## src/design/mssi_pkg.sv

```systemverilog
package mssi_pkg;

	// ----------------------------------------
	// Widths
	// ----------------------------------------
	localparam int POS_W = 10;
	localparam int VEL_W = 24;
	localparam int RES_W = 4;
	localparam int PERIOD_W = 29;
	localparam int INTERVAL_W = 20;
	localparam int ADR_W = 8;

	// ----------------------------------------
	// Register map (byte addresses)
	// ----------------------------------------
	localparam logic [7:0] ADDR_CONFIG = 8'h00;
	localparam logic [7:0] ADDR_VELOCITY = 8'h04;
	localparam logic [7:0] ADDR_COUNTER = 8'h08;
	localparam logic [7:0] ADDR_INTERVAL = 8'h0c;
	localparam logic [7:0] ADDR_STATUS = 8'h10;

	// ----------------------------------------
	// Field positions and reset values
	// ----------------------------------------
	localparam int CFG_INDEX_STEP_BIT = 0;
	localparam int CFG_INTERP_BIT = 1;
	localparam int CFG_RES_LSB = 4;
	localparam int STAT_STANDSTILL_BIT = 0;
	localparam int STAT_STANDBY_BIT = 1;
	localparam logic [7:0] CONFIG_RESET = 8'h02;
	localparam logic [23:0] VELOCITY_RESET = 24'h000000;
	localparam logic [9:0] POS_RESET = 10'h000;
	localparam logic [3:0] RES_FULL = 4'h8;

	// Longest microstep spacing before standstill
	localparam logic [28:0] STANDSTILL_LIMIT = 29'h0010_0000;
	localparam logic [28:0] PERIOD_MAX = 29'h1fff_ffff;
	localparam logic [19:0] INTERVAL_MAX = 20'hfffff;

	typedef enum logic [0:0] {
		MSSI_IDLE = 1'b0,
		MSSI_RUN = 1'b1
	} mssi_state_t;

	// ----------------------------------------
	// Helpers
	// ----------------------------------------
	function automatic logic [9:0] step_width(input logic [3:0] res);
		step_width = 10'h001 << res;
	endfunction : step_width

	// Nearest valid position of a resolution: cell base plus half width
	function automatic logic [9:0] snap_pos(input logic [9:0] pos, input logic [3:0] res);
		logic [9:0] w;
		w = 10'h001 << res;
		snap_pos = (pos & ~(w - 10'h001)) | (w >> 1);
	endfunction : snap_pos

	function automatic logic [31:0] wb_merge(input logic [31:0] old_v, input logic [31:0] new_v,
		input logic [3:0] sel);
		wb_merge = old_v;
		for (int i = 0; i < 4; i++) begin
			if (sel[i]) begin
				wb_merge[i*8 +: 8] = new_v[i*8 +: 8];
			end
		end
	endfunction : wb_merge

endpackage : mssi_pkg

```

## src/design/mssi_velgen.sv

```systemverilog
`timescale 1ns/1ns
`default_nettype none

module mssi_velgen (
	input wire logic clk,
	input wire logic reset,
	input wire logic [23:0] velocity,
	output logic pulse,
	output logic dir
);

	logic [23:0] acc_reg;
	logic pulse_reg;
	logic dir_reg;
	logic [23:0] mag;
	logic [24:0] sum;

	// Magnitude of two's complement setpoint, applied at once
	assign mag = velocity[23] ? (24'h000000 - velocity) : velocity;
	assign sum = {1'b0, acc_reg} + {1'b0, mag};

	// Carry out gives rate = |v| * fclk / 2^24
	always_ff @(posedge clk) begin
		if (reset) begin
			acc_reg <= 24'h000000;
			pulse_reg <= 1'b0;
			dir_reg <= 1'b0;
		end else begin
			acc_reg <= sum[23:0];
			pulse_reg <= sum[24];
			dir_reg <= velocity[23];
		end
	end

	assign pulse = pulse_reg;
	assign dir = dir_reg;

	property p_gen_needs_velocity;
		@(posedge clk) disable iff (reset)
		pulse_reg |-> $past(velocity) != 24'h000000;
	endproperty
	a_gen_needs_velocity: assert property (p_gen_needs_velocity)
		else $error("step generator pulsed with zero setpoint");

endmodule : mssi_velgen

`default_nettype wire

```

## src/design/mssi_sequencer.sv

```systemverilog
// Design decisions made here: the placing of the registers and register access over Wishbone.
`timescale 1ns/1ns
`default_nettype none

module mssi_sequencer (
	input wire logic REF_CLK,
	input wire logic RESET,
	input wire logic STEP,
	input wire logic DIR,
	input wire logic POWERDOWN_SELECT,
	input wire logic WB_CYC_I,
	input wire logic WB_STB_I,
	input wire logic WB_WE_I,
	input wire logic [7:0] WB_ADR_I,
	input wire logic [3:0] WB_SEL_I,
	input wire logic [31:0] WB_DAT_I,
	output logic [31:0] WB_DAT_O,
	output logic WB_ACK_O,
	output logic INDEX,
	output logic STANDSTILL,
	output logic STANDBY
);

	// ----------------------------------------
	// Declarations
	// ----------------------------------------
	logic step_s1_reg, step_s2_reg, step_s3_reg;
	logic dir_s1_reg, dir_s2_reg;
	logic pdn_s1_reg, pdn_s2_reg;
	logic [7:0] config_reg;
	logic [23:0] velocity_reg;
	logic ack_reg;
	logic [31:0] dat_reg;
	logic [9:0] pos_reg, pos_next;
	logic [9:0] tgt_reg, tgt_next;
	logic [9:0] rem_reg, rem_next;
	logic [19:0] tick_reg, tick_next;
	logic [19:0] spacing_reg;
	logic [19:0] interval_reg;
	logic [28:0] period_reg;
	logic [3:0] res_prev_reg;
	logic standstill_reg, standstill_next;
	logic index_reg, index_next;
	logic run_dir_reg, run_dir_next;
	mssi_pkg::mssi_state_t state_reg, state_next;

	wire logic vel_pulse;
	wire logic vel_dir;
	wire logic vel_active;
	wire logic ext_edge;
	wire logic cmd_edge;
	wire logic cmd_dir;
	wire logic cfg_index_step;
	wire logic cfg_interp;
	wire logic [3:0] cfg_res;
	wire logic [3:0] eff_res;
	wire logic res_coarser;
	wire logic [9:0] width;
	wire logic [9:0] base_tgt;
	wire logic [9:0] tgt_step;
	wire logic [28:0] interval_now;
	wire logic too_long;
	wire logic [19:0] interval_sat;
	wire logic interp_ok;
	wire logic tick_done;
	wire logic wb_req;
	wire logic wb_write;
	wire logic [31:0] cfg_merged;
	wire logic [31:0] vel_merged;
	logic [31:0] rd_data;

	// ----------------------------------------
	// Input synchronisers
	// ----------------------------------------
	always_ff @(posedge REF_CLK) begin
		if (RESET) begin
			step_s1_reg <= 1'b0;
			step_s2_reg <= 1'b0;
			step_s3_reg <= 1'b0;
			dir_s1_reg <= 1'b0;
			dir_s2_reg <= 1'b0;
			pdn_s1_reg <= 1'b0;
			pdn_s2_reg <= 1'b0;
		end else begin
			step_s1_reg <= STEP;
			step_s2_reg <= step_s1_reg;
			step_s3_reg <= step_s2_reg;
			dir_s1_reg <= DIR;
			dir_s2_reg <= dir_s1_reg;
			pdn_s1_reg <= POWERDOWN_SELECT;
			pdn_s2_reg <= pdn_s1_reg;
		end
	end

	// ----------------------------------------
	// Internal step generator
	// ----------------------------------------
	mssi_velgen u_velgen (
		.clk(REF_CLK),
		.reset(RESET),
		.velocity(velocity_reg),
		.pulse(vel_pulse),
		.dir(vel_dir)
	);

	// ----------------------------------------
	// Step command decode
	// ----------------------------------------
	assign ext_edge = step_s2_reg & ~step_s3_reg;
	assign vel_active = velocity_reg != 24'h000000;
	assign cmd_edge = vel_active ? vel_pulse : ext_edge;
	assign cmd_dir = vel_active ? vel_dir : dir_s2_reg;
	assign cfg_index_step = config_reg[mssi_pkg::CFG_INDEX_STEP_BIT];
	assign cfg_interp = config_reg[mssi_pkg::CFG_INTERP_BIT];
	assign cfg_res = (config_reg[mssi_pkg::CFG_RES_LSB +: 4] > mssi_pkg::RES_FULL) ?
		mssi_pkg::RES_FULL : config_reg[mssi_pkg::CFG_RES_LSB +: 4];
	assign eff_res = vel_active ? 4'h0 : cfg_res;
	assign res_coarser = eff_res > res_prev_reg;
	assign width = mssi_pkg::step_width(eff_res);
	assign base_tgt = res_coarser ? mssi_pkg::snap_pos(tgt_reg, eff_res) : tgt_reg;
	assign tgt_step = cmd_dir ? (base_tgt - width) : (base_tgt + width);

	// ----------------------------------------
	// Interval measurement and standstill
	// ----------------------------------------
	assign interval_now = period_reg >> eff_res;
	assign too_long = interval_now > mssi_pkg::STANDSTILL_LIMIT;
	assign interval_sat = (interval_now > {9'h000, mssi_pkg::INTERVAL_MAX}) ?
		mssi_pkg::INTERVAL_MAX : interval_now[19:0];
	assign interp_ok = cfg_interp & (eff_res != 4'h0) & ~standstill_reg
		& (interval_sat != 20'h00000);
	assign tick_done = tick_reg >= (spacing_reg - 20'h00001);
	assign standstill_next = cmd_edge ? 1'b0 : (too_long | standstill_reg);

	// ----------------------------------------
	// Sequencer next state
	// ----------------------------------------
	always_comb begin
		pos_next = pos_reg;
		tgt_next = tgt_reg;
		rem_next = rem_reg;
		tick_next = tick_reg;
		run_dir_next = run_dir_reg;
		state_next = state_reg;
		if (res_coarser) begin
			pos_next = mssi_pkg::snap_pos(pos_reg, eff_res);
			tgt_next = base_tgt;
			state_next = mssi_pkg::MSSI_IDLE;
		end
		if (cmd_edge) begin
			if (interp_ok) begin
				pos_next = base_tgt;
				tgt_next = tgt_step;
				rem_next = width;
				tick_next = 20'h00000;
				run_dir_next = cmd_dir;
				state_next = mssi_pkg::MSSI_RUN;
			end else begin
				pos_next = tgt_step;
				tgt_next = tgt_step;
				state_next = mssi_pkg::MSSI_IDLE;
			end
		end else if (!res_coarser) begin
			case (state_reg)
				mssi_pkg::MSSI_RUN: begin
					if (tick_done) begin
						pos_next = run_dir_reg ? (pos_reg - 10'h001) : (pos_reg + 10'h001);
						tick_next = 20'h00000;
						rem_next = rem_reg - 10'h001;
						if (rem_reg == 10'h001) begin
							state_next = mssi_pkg::MSSI_IDLE;
						end
					end else begin
						tick_next = tick_reg + 20'h00001;
					end
				end
				default: begin
					state_next = mssi_pkg::MSSI_IDLE;
				end
			endcase
		end
	end

	assign index_next = cfg_index_step ? (index_reg ^ (pos_next != pos_reg))
		: (pos_next == 10'h000);

	// ----------------------------------------
	// Sequencer registers
	// ----------------------------------------
	always_ff @(posedge REF_CLK) begin
		if (RESET) begin
			pos_reg <= mssi_pkg::POS_RESET;
			tgt_reg <= mssi_pkg::POS_RESET;
			rem_reg <= 10'h000;
			tick_reg <= 20'h00000;
			run_dir_reg <= 1'b0;
			state_reg <= mssi_pkg::MSSI_IDLE;
			index_reg <= 1'b1;
			res_prev_reg <= 4'h0;
		end else begin
			pos_reg <= pos_next;
			tgt_reg <= tgt_next;
			rem_reg <= rem_next;
			tick_reg <= tick_next;
			run_dir_reg <= run_dir_next;
			state_reg <= state_next;
			index_reg <= index_next;
			res_prev_reg <= eff_res;
		end
	end

	always_ff @(posedge REF_CLK) begin
		if (RESET) begin
			period_reg <= 29'h0000_0000;
			spacing_reg <= 20'h00000;
			interval_reg <= mssi_pkg::INTERVAL_MAX;
			standstill_reg <= 1'b1;
		end else begin
			period_reg <= cmd_edge ? 29'h0000_0001 :
				((period_reg == mssi_pkg::PERIOD_MAX) ? period_reg : period_reg + 29'h0000_0001);
			spacing_reg <= cmd_edge ? interval_sat : spacing_reg;
			interval_reg <= cmd_edge ? interval_sat : (too_long ? mssi_pkg::INTERVAL_MAX : interval_reg);
			standstill_reg <= standstill_next;
		end
	end

	assign INDEX = index_reg;
	assign STANDSTILL = standstill_reg;
	assign STANDBY = standstill_reg & pdn_s2_reg;

	// ----------------------------------------
	// Wishbone slave
	// ----------------------------------------
	assign wb_req = WB_CYC_I & WB_STB_I;
	assign wb_write = wb_req & WB_WE_I & ack_reg;
	assign cfg_merged = mssi_pkg::wb_merge({24'h000000, config_reg}, WB_DAT_I, WB_SEL_I);
	assign vel_merged = mssi_pkg::wb_merge({8'h00, velocity_reg}, WB_DAT_I, WB_SEL_I);

	always_comb begin
		case (WB_ADR_I)
			mssi_pkg::ADDR_CONFIG: rd_data = {24'h000000, config_reg};
			mssi_pkg::ADDR_VELOCITY: rd_data = {8'h00, velocity_reg};
			mssi_pkg::ADDR_COUNTER: rd_data = {22'h000000, pos_reg};
			mssi_pkg::ADDR_INTERVAL: rd_data = {12'h000, interval_reg};
			mssi_pkg::ADDR_STATUS: rd_data = {30'h00000000, STANDBY, standstill_reg};
			default: rd_data = 32'h00000000;
		endcase
	end

	always_ff @(posedge REF_CLK) begin
		if (RESET) begin
			ack_reg <= 1'b0;
			dat_reg <= 32'h00000000;
			config_reg <= mssi_pkg::CONFIG_RESET;
			velocity_reg <= mssi_pkg::VELOCITY_RESET;
		end else begin
			ack_reg <= wb_req & ~ack_reg;
			dat_reg <= (wb_req & ~ack_reg) ? rd_data : dat_reg;
			if (wb_write && WB_ADR_I == mssi_pkg::ADDR_CONFIG) begin
				config_reg <= cfg_merged[7:0];
			end
			if (wb_write && WB_ADR_I == mssi_pkg::ADDR_VELOCITY) begin
				velocity_reg <= vel_merged[23:0];
			end
		end
	end

	assign WB_ACK_O = ack_reg;
	assign WB_DAT_O = dat_reg;

	// ----------------------------------------
	// Assertions
	// ----------------------------------------
	property p_step_clears_standstill;
		@(posedge REF_CLK) disable iff (RESET)
		cmd_edge |=> !standstill_reg;
	endproperty
	a_step_clears_standstill: assert property (p_step_clears_standstill)
		else $error("standstill flag survived a step edge");

	property p_standstill_cause;
		@(posedge REF_CLK) disable iff (RESET)
		$rose(standstill_reg) |-> $past(too_long) && !$past(cmd_edge);
	endproperty
	a_standstill_cause: assert property (p_standstill_cause)
		else $error("standstill raised without long interval");

	property p_standby_follows;
		@(posedge REF_CLK) disable iff (RESET)
		($rose(standstill_reg) && pdn_s2_reg) |-> STANDBY;
	endproperty
	a_standby_follows: assert property (p_standby_follows)
		else $error("standby not started at standstill");

	property p_index_zero;
		@(posedge REF_CLK) disable iff (RESET)
		(!cfg_index_step && $past(!cfg_index_step)) |-> (INDEX == (pos_reg == 10'h000));
	endproperty
	a_index_zero: assert property (p_index_zero)
		else $error("index not tied to zero position");

	property p_index_toggle;
		@(posedge REF_CLK) disable iff (RESET)
		(cfg_index_step && $past(cfg_index_step) && pos_reg != $past(pos_reg))
			|-> INDEX != $past(INDEX);
	endproperty
	a_index_toggle: assert property (p_index_toggle)
		else $error("index did not toggle on executed step");

	property p_fullstep_grid;
		@(posedge REF_CLK) disable iff (RESET)
		(eff_res == mssi_pkg::RES_FULL && $past(eff_res) == mssi_pkg::RES_FULL
			&& state_reg == mssi_pkg::MSSI_IDLE) |-> pos_reg[7:0] == 8'h80;
	endproperty
	a_fullstep_grid: assert property (p_fullstep_grid)
		else $error("fullstep position off grid");

	property p_step_width;
		@(posedge REF_CLK) disable iff (RESET)
		(cmd_edge && !interp_ok && !res_coarser)
			|=> pos_reg == ($past(cmd_dir) ? $past(tgt_reg) - $past(width)
				: $past(tgt_reg) + $past(width));
	endproperty
	a_step_width: assert property (p_step_width)
		else $error("step moved by wrong width");

	property p_wrap_up;
		@(posedge REF_CLK) disable iff (RESET)
		(cmd_edge && eff_res == 4'h0 && !cmd_dir && !res_coarser && tgt_reg == 10'h3ff)
			|=> pos_reg == 10'h000;
	endproperty
	a_wrap_up: assert property (p_wrap_up)
		else $error("counter did not wrap from 1023 to 0");

	property p_run_ends;
		@(posedge REF_CLK) disable iff (RESET)
		(state_reg == mssi_pkg::MSSI_RUN && rem_reg == 10'h001 && tick_done
			&& !cmd_edge && !res_coarser)
			|=> state_reg == mssi_pkg::MSSI_IDLE;
	endproperty
	a_run_ends: assert property (p_run_ends)
		else $error("interpolation overran its microsteps");

endmodule : mssi_sequencer

`default_nettype wire

```

## config.mk

```make
export PLATFORM = sky130hd
export DESIGN_NAME = mssi_sequencer
export DESIGN_NICKNAME = d
export VERILOG_FILES = /design/src/design/mssi_pkg.sv /design/src/design/mssi_velgen.sv /design/src/design/mssi_sequencer.sv
export SDC_FILE = /design/constraint.sdc
export NUM_CORES = 1
export LEC_CHECK = 0
export BUFFER_PORTS_ARGS = -buffer_cell sky130_fd_sc_hd__buf_2
export CORE_MARGIN = 1
export CORE_UTILIZATION = 55
export CTS_BUF_LIST = sky130_fd_sc_hd__clkbuf_4 sky130_fd_sc_hd__clkbuf_8 sky130_fd_sc_hd__clkbuf_16
export CTS_CLUSTER_DIAMETER = 200
export CTS_CLUSTER_SIZE = 30
export DETAILED_ROUTE_END_ITERATION = 12
export PLACE_DENSITY = 0.79
export SKIP_CTS_REPAIR_TIMING = 1
export SLEW_MARGIN = 20
export SYNTH_ARGS = -nofsm -noshare
export SYNTH_HDL_FRONTEND = slang
export SYNTH_HIERARCHICAL = 1
export SYNTH_SLANG_ARGS = --single-unit
export TNS_END_PERCENT = 50
```

## constraint.sdc

```tcl
create_clock -name REF_CLK -period 7.51 [get_ports REF_CLK]
set_input_delay 0.3755 -clock REF_CLK [delete_from_list [all_inputs] [get_ports REF_CLK]]
set_output_delay 0.3755 -clock REF_CLK [all_outputs]
set_load 0.02 [all_outputs]
```

==> summary.md <==
| Metric | Value |
|---|---|
| Status | complete, no violations |
| R2r endpoint | INDEX |
| FFs w/ async S/R, synth | 0% |
| CP startpoint kind | flop |
| Vias/cell | 6.499 |
| Crit path launch | velocity_reg[20] |
| Die X | 169.7 um |
| Dpl hpwl | 35.73 mm |
| R2R depth | 19 |
| Final ANT Viol Nets | 0 |
| Layout Utilization | 58.80% |
| Layout cell share with drive strength beyond 1 | 9.567% |
| Crit path required time | 7.95 ns |
| FF-to-FF setup slack | 1.21 ns |
| CTS tree | yes |
| Register area share after synthesis | 28.09% |
| Max FO, Critical Path | 36 |
| Final clock skew | 0.04861 ns |
| Top post-synthesis cells by area | dfxtp_1 28%, ha_1 6.4%, nor2_1 6.2% |
| Critical-path top delay cell | o41ai_1 |
| Max FFs per register | 29 |
| CTS H-tree lvls | 1 |
| Num CTS Buffers | 11 |
| Syn. warnings | 6 |
| Final setup viols | 0 |
| Max incr delay on CP | 0.55 ns |
| Largest net degree at the start of global routing | 137 |
| Post-synthesis cell count | 1983 |
| Peak supply drop | 0.0001299 V |
| Synth top area share | 28.09% |
| Initial Util | 55.83% |
| Core Rows | 61 |
| Die Area | 28800 um^2 |
| Antenna diode count | 0 |
| Commonest cells in the netlist | 257 x nor2_1, 217 x dfxtp_1, 171 x nand2_1 |
| RSZ-0062 raised after global routing | false |
| Max Buffers Root-to-Sink | 3 |
| GPL Wtd Cong | 0.9993 |
| Pleak | 6.357 nW |
| Synth Area per Inst | 7.800 um^2 |
| Gr usage total | 33.05% |
| Input/output buffers | 70 |
| F_max | 158.7 MHz |
| Reg clk slew, reported paths | 0.13 ns |
| Area Overhead vs Synth | 5.315% |
| Core area | 27710 um^2 |
| Minimum hold slack | 0.09384 ns |
| Number of synthesized flops with an enable pin | 0 |
| Via count | 15228 |
| PwrDens | 130.2 nW/um^2 |
| Most instantiated library cell after synthesis | nor2_1 |
| Slew Limit Fails | 0 |
| Congestion Overflow GR | 0 |
| Vias in the first global route | 13839 |
| Clock Latency Late Sink | 0.50 ns |
| CP Class | flop to flop |
| Final critical-path share of the clock period | 83.90% |
| First-pass GRT wire length | 75.70 mm |
| Final critical path time including I/O delays and setup | 6.301 ns |
| DRT Wirelength | 48.40 mm |
| Antenna violations before repair | 1 |
| #FFs+latches synth | 217 |
| Worst-margin pin slew | 1.195 ns |
| Root buffer cell | clkbuf_16 |
| DRC | 0 |
| Die Span Y | 169.7 um |
| TritonCTS Sinks | 217 |
| Final net count | 2100 |
| Setup_tns | 0 ns |
| Cells along the critical path | nor4_4 > and2_1 > nand3_4 > a21oi_1 > ha_1 > o41ai_1 > nor2_1 > mux2i_1 > o22ai_1 > ha_1 > o41ai_1 > o21ai_0 > xor2_1 > nor2_1 > mux2_2 > o22ai_1 > nand4_1 > o31a_1 > o21ai_1 |
| Per-cell routed wire length | 20.66 um |
| Crit end category | flop |
| Most common flop cell mapped by yosys | dfxtp_1 |
| Hold WC Path Type | primary input to flop |
| Cell taking the most area after synthesis | dfxtp_1 |
| Max-Slew Margin vs Limit | 19.30% |
| Worst Min Path Start | POWERDOWN_SELECT |
| Post-Syn Area | 15470 um^2 |
| Worst r2r src | velocity_reg[20] |
| Top Ports | 88 |
| Post-synth cell types | 103 |
| DRT Pass-1 Iters | 6 |
| Fin. Hold Viols | 0 |
| CP arrival | 6.74 ns |
| Max-cap check violation count | 0 |
| Initial DRC count | 1622 |
| Worst setup path end | INDEX |
-- cells in the final DEF, fill, tap and decap left out, types with 29 or more instances in the layout --
cell	instances
nor2_1	257
dfxtp_1	217
nand2_1	170
o21ai_0	123
a21oi_1	121
ha_1	79
xnor2_1	78
nand3_1	70
buf_2	69
nor3_1	60
mux2i_1	49
inv_1	49
a211oi_1	40
nand2b_1	36
nor2b_1	31
a31oi_1	29
buf_4	29
-- metrics by stage --
stage	cell area, um^2	power [mW]	cells	worst slack [ns]
6_report	16290	2.121	2343	1.209
3_5_place_dp	15980	1.464	2331	1.363
4_1_cts	16290	2.126	2343	1.324
5_1_grt	16290	2.196	2343	0.7861
3_3_place_gp	15980	1.459	2331	1.442
2_1_floorplan	15490	1.395	1990	1.722
-- power by group --
group	total [mW]	switching, mW	internal (mW)
Combinational	0.255	0.156	0.0984
Clock	0.677	0.402	0.275
Sequential	1.19	0.0190	1.17
Total	2.12	0.577	1.54
-- kinds of logic (layout without fill, tap and decap cells) --
family / count (synthesis) / in the layout / synth area share (%)
AO/OA/AOI/OAI: 513 / 513 / 21.98
XOR/XNOR: 103 / 103 / 5.832
adder cells (fa/ha/maj): 82 / 82 / 6.779
buffers and inverters: 190 / 165 / 5.161
flip-flops: 217 / 217 / 28.09
multiplexers: 78 / 78 / 6.172
other: 1 / 8 / 0.02424
AND/OR/NAND/NOR: 799 / 799 / 25.97
-- critical path: cells and delay by family (launching register included) --
kind | cells | cell delay (ns)
XOR/XNOR | 1 | 0.41
AO/OA/AOI/OAI | 8 | 2.22
flip-flops | 1 | 0.40
adder cells (fa/ha/maj) | 2 | 0.68
AND/OR/NAND/NOR | 6 | 1.80
multiplexers | 2 | 0.72
-- layout make-up --
cell class	count	area, um^2
flip-flops and latches	217	4344
fillers	2557	11420
repair buffers	100	594.3
inverters	53	198.9
well taps	378	473.0
clock inverters	1	30.03
clock buffers	11	275.3
multi-input cells	1583	10370
-- metal layers --
metal / global-route usage [%] / part of all wire, %
met4: 11.40 / 3.6
met3: 5.271 / 9.5
met5: 0 / 0.021
met1: 45.39 / 43
met2: 52.37 / 44
-- how the worst min path moves through the flow --
| stage | endpoint | slack (ns) | cells past startpoint |
|---|---|---|---|
| 6_report | pdn_s1_reg | 0.09 | 2 |
| 5_1_grt | pdn_s1_reg | 0.08 | 2 |
| 3_5_place_dp | step_s2_reg | 0.42 | 1 |
| 2_1_floorplan | dir_s2_reg | 0.41 | 1 |
| 4_1_cts | pdn_s1_reg | 0.09 | 2 |
| 3_3_place_gp | pdn_s2_reg | 0.43 | 1 |
(Power assumes the default switching activity.)
